**src/icapp_map.vh**
```
// register map, field positions, reset values and codes for the image chunk appender
`ifndef ICAPP_MAP_VH
`define ICAPP_MAP_VH

// =====================================================================
// register byte offsets
`define ICAPP_OFF_CTRL 8'h00
`define ICAPP_OFF_SEL 8'h04
`define ICAPP_OFF_EN 8'h08
`define ICAPP_OFF_LINES 8'h0c
`define ICAPP_OFF_CRC 8'h10
`define ICAPP_OFF_STAT 8'h14

// =====================================================================
// field positions
`define ICAPP_CTRL_MODE 0
`define ICAPP_CTRL_SEQ 1
`define ICAPP_EN_BIT 0
`define ICAPP_STAT_BUSY 4

// =====================================================================
// chunk selector codes, also the bit index in the enable vector
`define ICAPP_SEL_LINES 2'h0
`define ICAPP_SEL_CRC 2'h1
`define ICAPP_SEL_SEQ 2'h2
`define ICAPP_NCHUNK 3

// =====================================================================
// reset values
`define ICAPP_RST_MODE 1'h0
`define ICAPP_RST_SEL 2'h0
`define ICAPP_RST_EN 3'h0
`define ICAPP_RST_CRC 16'h0000

// =====================================================================
// checksum and line defaults
`define ICAPP_CRC_POLY 16'h1021
`define ICAPP_N_IN 1
`define ICAPP_N_OUT 4
`define ICAPP_SEQ_W 8
`define ICAPP_SNAP_W 32

`endif

```
**src/icapp_sync2.v**
```verilog
// two flip-flop synchroniser for a vector of asynchronous levels
`timescale 1ns/1ps
module icapp_sync2 #(
	parameter WIDTH = 1
) (
	// clock and reset
	input wire clk,
	input wire rst_n,
	// levels
	input wire [WIDTH-1:0] d,
	output reg [WIDTH-1:0] q
);
	reg [WIDTH-1:0] meta_r;

	always @(posedge clk or negedge rst_n) begin
		if (!rst_n) begin
			meta_r <= {WIDTH{1'b0}};
			q <= {WIDTH{1'b0}};
		end else begin
			meta_r <= d;
			q <= meta_r;
		end
	end
endmodule // icapp_sync2

```
**src/icapp_crc16.v**
```verilog
// one byte step of the 16-bit checksum, msb first, no reflection
`timescale 1ns/1ps
`include "icapp_map.vh"
module icapp_crc16 (
	// running value and byte
	input wire [15:0] crc_in,
	input wire [7:0] data,
	// updated value
	output reg [15:0] crc_out
);
	integer i;
	reg [15:0] c;

	always @* begin
		c = crc_in ^ {data, 8'h00};
		for (i = 0; i < 8; i = i + 1) begin
			if (c[15])
				c = {c[14:0], 1'b0} ^ `ICAPP_CRC_POLY;
			else
				c = {c[14:0], 1'b0};
		end
		crc_out = c;
	end
endmodule // icapp_crc16

```
**src/icapp_top.v**
```verilog
// image chunk appender: line snapshot, set index and checksum chunks behind apb
//
// Function
// - each acquisition trigger captures all input and output line levels for a chunk on that image.
// - the line snapshot chunk is one 32-bit word with fixed bits per line.
// - a snapshot bit is 0 for a low line and 1 for a high line at the trigger.
// - no chunk type can be enabled while global chunk mode is off.
// - clearing global chunk mode disables every chunk type.
// - a selector picks the chunk type and its enable makes it appear on every image.
// - with the checksum chunk enabled an xmodem crc is appended to each image.
// - the crc covers all image bytes and all chunks except its own two bytes.
// - the checksum chunk always comes last.
// - the set index chunk carries the parameter set in use when the frame was taken.
// - the set index chunk can be enabled only while sequencing is enabled.
`timescale 1ns/1ps
`include "icapp_map.vh"
module icapp_top #(
	parameter N_IN = `ICAPP_N_IN,
	parameter N_OUT = `ICAPP_N_OUT,
	parameter SEQ_W = `ICAPP_SEQ_W
) (
	// clock and reset
	input wire REF_CLK,
	input wire RSTN,
	// apb slave
	input wire PSEL,
	input wire PENABLE,
	input wire PWRITE,
	input wire [7:0] PADDR,
	input wire [31:0] PWDATA,
	output reg [31:0] PRDATA,
	output reg PREADY,
	output reg PSLVERR,
	// pins sampled at trigger
	input wire TRIG,
	input wire [N_IN-1:0] IN_LINES,
	input wire [N_OUT-1:0] OUT_LINES,
	// sequencer state, same clock
	input wire SEQ_ACTIVE,
	input wire [SEQ_W-1:0] SEQ_INDEX,
	// image byte stream in
	input wire IMG_VALID,
	input wire [7:0] IMG_DATA,
	input wire IMG_LAST,
	output reg IMG_READY,
	// payload byte stream out
	output reg OUT_VALID,
	output reg [7:0] OUT_DATA,
	output reg OUT_LAST,
	input wire OUT_READY
);
	localparam NL = N_IN + N_OUT;
	localparam [1:0] S_PASS = 2'h0;
	localparam [1:0] S_LINE = 2'h1;
	localparam [1:0] S_SEQ = 2'h2;
	localparam [1:0] S_CRC = 2'h3;

	// =====================================================================
	// pin synchronisation and trigger edge
	wire [NL:0] pins_s;
	reg trig_d_r;
	wire trig_pulse;

	icapp_sync2 #(
		.WIDTH(NL + 1)
	) u_sync (
		.clk(REF_CLK),
		.rst_n(RSTN),
		.d({TRIG, OUT_LINES, IN_LINES}),
		.q(pins_s)
	);

	// pin rise reaches the logic two edges late
	assign trig_pulse = pins_s[NL] & ~trig_d_r;

	// =====================================================================
	// control state
	reg mode_r;
	reg [1:0] sel_r;
	reg [`ICAPP_NCHUNK-1:0] en_r;
	reg [`ICAPP_NCHUNK-1:0] fen_r;
	reg [`ICAPP_SNAP_W-1:0] snap_r;
	reg [SEQ_W-1:0] seqidx_r;
	reg [15:0] last_crc_r;
	reg [15:0] last_crc_nxt;

	// stream state
	reg [1:0] state_r;
	reg [1:0] state_nxt;
	reg [1:0] idx_r;
	reg [1:0] idx_nxt;
	reg [15:0] crc_r;
	reg [15:0] crc_nxt;
	reg ov_nxt;
	reg [7:0] od_nxt;
	reg ol_nxt;
	reg ready_nxt;
	reg load;
	reg [7:0] byte_sel;
	reg [1:0] follow;
	wire [15:0] crc_calc;

	// =====================================================================
	// apb decode
	wire apb_acc = PSEL & PENABLE & PREADY;
	wire apb_wr = apb_acc & PWRITE;
	wire addr_ok = (PADDR == `ICAPP_OFF_CTRL) || (PADDR == `ICAPP_OFF_SEL) ||
		(PADDR == `ICAPP_OFF_EN) || (PADDR == `ICAPP_OFF_LINES) ||
		(PADDR == `ICAPP_OFF_CRC) || (PADDR == `ICAPP_OFF_STAT);
	wire sel_ok = (sel_r == `ICAPP_SEL_LINES) || (sel_r == `ICAPP_SEL_CRC) || (sel_r == `ICAPP_SEL_SEQ);
	wire en_allow = mode_r && sel_ok && ((sel_r != `ICAPP_SEL_SEQ) || SEQ_ACTIVE);
	reg [31:0] rd_val;

	always @* begin
		rd_val = 32'h00000000;
		case (PADDR)
			`ICAPP_OFF_CTRL: begin
				rd_val[`ICAPP_CTRL_MODE] = mode_r;
				rd_val[`ICAPP_CTRL_SEQ] = SEQ_ACTIVE;
			end
			`ICAPP_OFF_SEL: rd_val[1:0] = sel_r;
			`ICAPP_OFF_EN: rd_val[`ICAPP_EN_BIT] = sel_ok ? en_r[sel_r] : 1'b0;
			`ICAPP_OFF_LINES: rd_val = snap_r;
			`ICAPP_OFF_CRC: rd_val[15:0] = last_crc_r;
			`ICAPP_OFF_STAT: begin
				rd_val[`ICAPP_NCHUNK-1:0] = en_r;
				rd_val[`ICAPP_STAT_BUSY] = (state_r != S_PASS);
			end
			default: rd_val = 32'h00000000;
		endcase
	end

	// one wait state per access
	always @(posedge REF_CLK or negedge RSTN) begin
		if (!RSTN) begin
			PREADY <= 1'b0;
			PSLVERR <= 1'b0;
			PRDATA <= 32'h00000000;
		end else begin
			PREADY <= PSEL & PENABLE & ~PREADY;
			PSLVERR <= PSEL & PENABLE & ~PREADY & ~addr_ok;
			if (PSEL & PENABLE & ~PREADY & ~PWRITE)
				PRDATA <= rd_val;
			else if (!PSEL)
				PRDATA <= 32'h00000000;
		end
	end

	// =====================================================================
	// control registers
	always @(posedge REF_CLK or negedge RSTN) begin
		if (!RSTN) begin
			mode_r <= `ICAPP_RST_MODE;
			sel_r <= `ICAPP_RST_SEL;
			en_r <= `ICAPP_RST_EN;
		end else if (apb_wr) begin
			case (PADDR)
				`ICAPP_OFF_CTRL: begin
					mode_r <= PWDATA[`ICAPP_CTRL_MODE];
					if (!PWDATA[`ICAPP_CTRL_MODE])
						en_r <= {`ICAPP_NCHUNK{1'b0}};
				end
				`ICAPP_OFF_SEL: sel_r <= PWDATA[1:0];
				// a refused enable is dropped without an error
				`ICAPP_OFF_EN: begin
					if (!PWDATA[`ICAPP_EN_BIT] && sel_ok)
						en_r[sel_r] <= 1'b0;
					else if (en_allow)
						en_r[sel_r] <= 1'b1;
				end
				default: mode_r <= mode_r;
			endcase
		end
	end

	// =====================================================================
	// trigger capture of lines, set index and frame enables
	always @(posedge REF_CLK or negedge RSTN) begin
		if (!RSTN) begin
			trig_d_r <= 1'b0;
			snap_r <= {`ICAPP_SNAP_W{1'b0}};
			seqidx_r <= {SEQ_W{1'b0}};
			fen_r <= `ICAPP_RST_EN;
		end else begin
			trig_d_r <= pins_s[NL];
			// enables freeze per frame, later writes wait for the next trigger
			if (trig_pulse) begin
				snap_r <= {{(`ICAPP_SNAP_W - NL){1'b0}}, pins_s[NL-1:0]};
				seqidx_r <= SEQ_INDEX;
				fen_r <= en_r;
			end
		end
	end

	// =====================================================================
	// chunk sequencing
	// chunk order: lines, set index, checksum last
	wire [1:0] after_seq = fen_r[`ICAPP_SEL_CRC] ? S_CRC : S_PASS;
	wire [1:0] after_line = fen_r[`ICAPP_SEL_SEQ] ? S_SEQ : after_seq;
	wire [1:0] first_chunk = fen_r[`ICAPP_SEL_LINES] ? S_LINE : after_line;
	wire [31:0] seq_word = {{(32 - SEQ_W){1'b0}}, seqidx_r};

	function [7:0] word_byte;
		input [31:0] w;
		input [1:0] i;
		begin
			case (i)
				2'h0: word_byte = w[31:24];
				2'h1: word_byte = w[23:16];
				2'h2: word_byte = w[15:8];
				default: word_byte = w[7:0];
			endcase
		end
	endfunction

	icapp_crc16 u_crc (
		.crc_in(crc_r),
		.data(byte_sel),
		.crc_out(crc_calc)
	);

	always @* begin
		state_nxt = state_r;
		idx_nxt = idx_r;
		crc_nxt = crc_r;
		last_crc_nxt = last_crc_r;
		ov_nxt = OUT_VALID;
		od_nxt = OUT_DATA;
		ol_nxt = OUT_LAST;
		load = 1'b0;
		byte_sel = 8'h00;
		follow = S_PASS;
		if (OUT_VALID && OUT_READY)
			ov_nxt = 1'b0;
		case (state_r)
			S_PASS: begin
				byte_sel = IMG_DATA;
				follow = IMG_LAST ? first_chunk : S_PASS;
				load = IMG_VALID & IMG_READY;
			end
			S_LINE: begin
				byte_sel = word_byte(snap_r, idx_r);
				follow = (idx_r == 2'h3) ? after_line : S_LINE;
				load = ~OUT_VALID;
			end
			S_SEQ: begin
				byte_sel = word_byte(seq_word, idx_r);
				follow = (idx_r == 2'h3) ? after_seq : S_SEQ;
				load = ~OUT_VALID;
			end
			S_CRC: begin
				byte_sel = (idx_r == 2'h0) ? crc_r[15:8] : crc_r[7:0];
				follow = (idx_r == 2'h1) ? S_PASS : S_CRC;
				load = ~OUT_VALID;
			end
			default: state_nxt = S_PASS;
		endcase
		if (load) begin
			ov_nxt = 1'b1;
			od_nxt = byte_sel;
			ol_nxt = (follow == S_PASS) && ((state_r != S_PASS) || IMG_LAST);
			state_nxt = follow;
			idx_nxt = ((follow != state_r) || (state_r == S_PASS)) ? 2'h0 : idx_r + 2'h1;
			if (state_r != S_CRC)
				crc_nxt = crc_calc;
			// checksum restarts for the next payload
			if (ol_nxt) begin
				last_crc_nxt = (state_r == S_CRC) ? crc_r : crc_calc;
				crc_nxt = `ICAPP_RST_CRC;
			end
		end
		// input waits while a byte or a chunk is pending
		ready_nxt = (state_nxt == S_PASS) && !ov_nxt;
	end

	// =====================================================================
	// stream registers
	always @(posedge REF_CLK or negedge RSTN) begin
		if (!RSTN) begin
			state_r <= S_PASS;
			idx_r <= 2'h0;
			crc_r <= `ICAPP_RST_CRC;
			last_crc_r <= `ICAPP_RST_CRC;
			OUT_VALID <= 1'b0;
			OUT_DATA <= 8'h00;
			OUT_LAST <= 1'b0;
			IMG_READY <= 1'b0;
		end else begin
			state_r <= state_nxt;
			idx_r <= idx_nxt;
			crc_r <= crc_nxt;
			last_crc_r <= last_crc_nxt;
			OUT_VALID <= ov_nxt;
			OUT_DATA <= od_nxt;
			OUT_LAST <= ol_nxt;
			IMG_READY <= ready_nxt;
		end
	end
endmodule // icapp_top

```
**config.mk**
```make
export PLATFORM = sky130hd
export DESIGN_NAME = icapp_top
export DESIGN_NICKNAME = d
export VERILOG_FILES = /design/src/icapp_sync2.v /design/src/icapp_crc16.v /design/src/icapp_top.v
export VERILOG_INCLUDE_DIRS = /design/src
export SDC_FILE = /design/constraint.sdc
export NUM_CORES = 1
export LEC_CHECK = 0
export BUFFER_PORTS_ARGS = -buffer_cell sky130_fd_sc_hd__buf_2
export CORE_ASPECT_RATIO = 1.2
export CORE_MARGIN = 2
export CORE_UTILIZATION = 30
export CTS_BUF_LIST = sky130_fd_sc_hd__clkbuf_4
export CTS_CLUSTER_DIAMETER = 30
export DETAILED_ROUTE_END_ITERATION = 10
export SYNTH_ARGS = -nofsm -noshare
export SYNTH_HDL_FRONTEND = slang
export SYNTH_SLANG_ARGS = --single-unit
```
**constraint.sdc**
```tcl
create_clock -name REF_CLK -period 3.4 [get_ports REF_CLK]
set_input_delay 0.68 -clock REF_CLK [delete_from_list [all_inputs] [get_ports REF_CLK]]
set_output_delay 0.68 -clock REF_CLK [all_outputs]
set_load 0.02 [all_outputs]
```
==> metrics.txt <==
# TYPE chip_impl_metric gauge
chip_impl_info{name="outcome",value="completed"} 1
chip_impl_metric{name="timing_worst_slew_pin_value",unit="ns"} 0.659
chip_impl_metric{name="postPlaceCellArea",unit="um^2"} 5680
chip_impl_metric{name="syn-mean-instance-area",unit="um^2"} 10.0
chip_impl_metric{name="synth-async-reset-ratio",unit="%"} 100
chip_impl_metric{name="crit_buf_inv",unit=""} 2
chip_impl_metric{name="cts_made_buffers",unit=""} 9
chip_impl_info{name="hold_class",value="input port to asynchronous set/reset pin"} 1
chip_impl_metric{name="detail_route.drc_violations",unit=""} 0
chip_impl_metric{name="via_count_of_the_first_global_routing_pass",unit=""} 4039
chip_impl_metric{name="clock_pin_slew_worst_setup_and_hold_paths",unit="ns"} 0.16
chip_impl_metric{name="cp_data_required_time",unit="ns"} 3.81
chip_impl_metric{name="wl_per_cell",unit="um"} 15.8
chip_impl_metric{name="crit_fanout",unit=""} 14
chip_impl_metric{name="post_cts.repair.setup_buffers",unit=""} 0
chip_impl_metric{name="placeableCoreArea",unit="um^2"} 16900
chip_impl_metric{name="static-leakage-power",unit="nW"} 2.71
chip_impl_info{name="crit_path_cell_trace",value="ha_1 > inv_1 > o311ai_0 > a21boi_1 > nand2_1 > nor2_1 > buf_4 > nand4_1 > nand3_1"} 1
chip_impl_info{name="post_synth_main_area_contributors",value="dfrtp_1 49%, mux2_2 5.3%, nand2_1 5.0%, a22o_1 4.4%, o21ai_0 3.2%"} 1
chip_impl_info{name="yosys_most_used_dff",value="dfrtp_1"} 1
chip_impl_metric{name="die-area",unit="um^2"} 18200
chip_impl_metric{name="pin_count_of_the_biggest_net_entering_global_routing",unit=""} 54
chip_impl_metric{name="gp_routability_congestion",unit=""} 0.870
chip_impl_metric{name="number_of_placement_rows",unit=""} 52
chip_impl_metric{name="achievable-frequency",unit="GHz"} 0.336
chip_impl_metric{name="hold-worst-slack",unit="ns"} 0.211
chip_impl_metric{name="yosysWarningCount",unit=""} 0
chip_impl_metric{name="share_of_yosys_cell_area_claimed_by_the_top_area_cell_type",unit="%"} 48.7
chip_impl_metric{name="grt_util_all_layers",unit="%"} 14.6
chip_impl_metric{name="dpl.hpwl",unit="um"} 9410
chip_impl_metric{name="areaGrowthSynthToFinish",unit="%"} 13.6
chip_impl_metric{name="setup_violations",unit=""} 0
chip_impl_metric{name="internal-power",unit="mW"} 2.70
chip_impl_metric{name="setup_tns",unit="ns"} 0
chip_impl_metric{name="final_cycle_share",unit="%"} 87.6
chip_impl_metric{name="initial_utilization",unit="%"} 30.5
chip_impl_info{name="startpoint_type",value="flop"} 1
chip_impl_metric{name="finalCriticalPeriod",unit="ns"} 2.98
chip_impl_info{name="cts.root.buffer_cell",value="clkbuf_4"} 1
chip_impl_metric{name="detail-route-antenna-nets",unit=""} 0
chip_impl_metric{name="cts-root-to-sink-buffers",unit=""} 2
chip_impl_metric{name="clock_h_tree_levels",unit=""} 3
chip_impl_metric{name="firstDrtPassIters",unit=""} 4
chip_impl_info{name="grt_setup_unrepaired",value="no"} 1
chip_impl_metric{name="vias_per_cell",unit=""} 4.94
chip_impl_metric{name="ir_worst_vdd",unit="uV"} 404
chip_impl_info{name="tritoncts",value="built"} 1
chip_impl_metric{name="worst_skew_pair.late_latency",unit="ns"} 0.47
chip_impl_metric{name="die_width",unit="um"} 124
chip_impl_metric{name="seq_power_share",unit="%"} 38.7
chip_impl_metric{name="nets",unit=""} 648
chip_impl_info{name="worst_setup_path_end_kind",value="flop"} 1
chip_impl_metric{name="areal_power_density_over_the_cells",unit="nW/um^2"} 788
chip_impl_metric{name="netSwitchingPower",unit="mW"} 1.90
chip_impl_metric{name="vertical_extent_of_the_die",unit="um"} 147
chip_impl_metric{name="boundaryPins",unit=""} 116
chip_impl_metric{name="final_area",unit="um^2"} 5840
chip_impl_metric{name="unique_masters_post_synth",unit=""} 56
chip_impl_metric{name="area_of_the_multi_input_gates",unit="um^2"} 2390
chip_impl_metric{name="hold_viol_final",unit=""} 0
chip_impl_info{name="cpLargestDelayFamily",value="simple AND/OR/NAND/NOR gates"} 1
chip_impl_metric{name="clkSinkCount",unit=""} 100
chip_impl_metric{name="antenna_found_initial",unit=""} 1
chip_impl_metric{name="port_buffers",unit=""} 69
chip_impl_metric{name="detail_route.wirelength",unit="um"} 12500
chip_impl_metric{name="ys_ff_latch",unit=""} 100
chip_impl_metric{name="ff_latch_area",unit="um^2"} 2500
chip_impl_metric{name="fin_worst_skew",unit="ns"} 0.0179
chip_impl_metric{name="synth_edf_count",unit=""} 0
chip_impl_metric{name="fillerInstances",unit=""} 1709
chip_impl_metric{name="worst_path_largest_cell_delay",unit="ns"} 0.53
chip_impl_metric{name="syn-cell-area",unit="um^2"} 5140
chip_impl_metric{name="comb_power_share",unit="%"} 45.9
chip_impl_metric{name="vias",unit=""} 3931
chip_impl_metric{name="finalPower",unit="mW"} 4.60
chip_impl_metric{name="synth_seq_area_share",unit="%"} 48.7
chip_impl_metric{name="timing.final.max_slew_violations",unit=""} 0
chip_impl_metric{name="max_slew_margin",unit="%"} 55.9
chip_impl_metric{name="critical_path_at",unit="ns"} 3.39
chip_impl_metric{name="post_cts_hold_buffer_count",unit=""} 0
chip_impl_info{name="largest_area_contributor_in_the_netlist",value="dfrtp_1"} 1
chip_impl_metric{name="post_route_cells_drive_above_1_share",unit="%"} 23.2
chip_impl_metric{name="clockPowerShare",unit="%"} 15.4
chip_impl_info{name="cp_slowest_cell",value="nor2_1"} 1
chip_impl_metric{name="netSwitchingFraction",unit="%"} 41.3
chip_impl_metric{name="ctsResizeCount",unit=""} 0
chip_impl_info{name="synthTopCellsByCount",value="100 x dfrtp_1, 68 x nand2_1, 33 x nor2_1, 33 x o21ai_0, 26 x a22o_1"} 1
chip_impl_metric{name="globalRoute.totalOverflow",unit=""} 0
chip_impl_metric{name="global_route_wire_length_before_repair",unit="um"} 21000
chip_impl_info{name="library_cell_with_the_highest_instance_count_after_synthesis",value="dfrtp_1"} 1
chip_impl_metric{name="syn-instance-count",unit=""} 512
chip_impl_metric{name="drv.max_cap_violation_count",unit=""} 0
chip_impl_info{name="worst-setup-path-type",value="flop to flop"} 1
chip_impl_metric{name="detail_route.iter0.violations",unit=""} 236
==> layout make-up <==
| cell class | count | area share, % |
|---|---|---|
| inverter | 11 | 0.707 |
| clock buffer | 9 | 1.16 |
| sequential | 100 | 42.9 |
| multi-input combinational | 368 | 41.0 |
| tap | 216 | 4.63 |
| timing repair buffer | 84 | 8.10 |
| clock inverter | 6 | 1.50 |
| antenna | 1 | 0.0429 |
==> power by group through the flow <==
| stage | combinational [mW] | sequential (mW) | clock [mW] |
|---|---|---|---|
| after detailed placement | 2.11 | 1.81 | 0 |
| after floorplan | 1.58 | 1.75 | 0 |
| final | 2.11 | 1.78 | 0.708 |
| after CTS | 2.13 | 1.78 | 0.736 |
| after global placement | 2.07 | 1.79 | 0 |
| after global routing | 2.34 | 1.83 | 0.782 |
==> routing by layer <==
layer | part of all wire [%] | global-route usage [%]
met5 | 0 | 0
met4 | 3.8 | 7.44
met3 | 4.8 | 2.55
met2 | 48 | 23.5
met1 | 43 | 18.8
==> cells by family (layout without fill, tap and decap cells) <==
group	after synthesis	count (layout)	share of synthesized area, %
other	1	17	0.0729
multiplexers	36	36	7.67
flip-flops	100	100	48.7
adder cells (fa/ha/maj)	3	3	0.730
buffers and inverters	59	110	5.84
AO/OA/AOI/OAI	129	129	17.4
AND/OR/NAND/NOR	162	162	14.6
XOR/XNOR	22	22	4.99
==> cells in the final DEF, fill, tap and decap left out, types with 3 or more instances in the layout <==
| cell type | count |
|---|---|
| nand3_1 | 14 |
| a211oi_1 | 6 |
| a22o_1 | 26 |
| conb_1 | 16 |
| nor2_1 | 33 |
| and2_1 | 3 |
| mux2i_1 | 11 |
| nand2b_1 | 5 |
| ha_1 | 3 |
| or4_1 | 3 |
| o21ai_0 | 33 |
| xnor2_2 | 3 |
| xnor3_1 | 3 |
| nor3b_1 | 5 |
| mux2_2 | 24 |
| clkbuf_4 | 9 |
| a31oi_1 | 9 |
| xor2_1 | 7 |
| buf_2 | 68 |
| a21o_1 | 3 |
| buf_4 | 15 |
| xnor2_1 | 9 |
| dfrtp_1 | 100 |
| a21oi_1 | 22 |
| nor2b_1 | 12 |
| o22ai_1 | 3 |
| inv_1 | 11 |
| and3_1 | 5 |
| nor3_1 | 5 |
| nand2_1 | 68 |
==> final timing paths <==
| check | startpoint | end | slack (ns) | depth (start not counted) |
|---|---|---|---|---|
| worst max-delay path | idx_r[0] | last_crc_r[12] | 0.42 | 9 |
| worst min-delay path | RSTN | sel_r[1] | 0.21 | 1 |
| worst max register to register | idx_r[0] | last_crc_r[12] | 0.42 | 9 |
| worst min register to register | u_sync.meta_r[1] | u_sync.q[1] | 0.37 | 0 |
| max in group asynchronous | RSTN | crc_r[4] | 2.48 | 2 |
| min in group REF_CLK | TRIG | u_sync.meta_r[5] | 0.31 | 1 |
==> sequential cells by signal, summed over array words and instances (netlist names) <==
| name | flops |
|---|---|
| u_sync.q | 6 |
| PREADY | 1 |
| seqidx_r | 8 |
| u_sync.meta_r | 6 |
| trig_d_r | 1 |
| PSLVERR | 1 |
| fen_r | 3 |
| last_crc_r | 16 |
| mode_r | 1 |
| en_r | 3 |
| OUT_VALID | 1 |
| OUT_DATA | 8 |
| PRDATA | 16 |
| IMG_READY | 1 |
| sel_r | 2 |
| crc_r | 16 |
| idx_r | 2 |
| OUT_LAST | 1 |
| state_r | 2 |
| snap_r | 5 |
==> through the flow <==
step / std cells / util [%] / worst slack [ns]
floorplan: 527 / - / 0.989
global placement: 779 / 33.7 / 0.613
detailed placement: 779 / 33.7 / 0.520
CTS: 794 / 34.6 / 0.465
global route: 795 / 34.7 / 0.188
finish: 795 / 34.7 / 0.423
(Power assumes the default switching activity.)
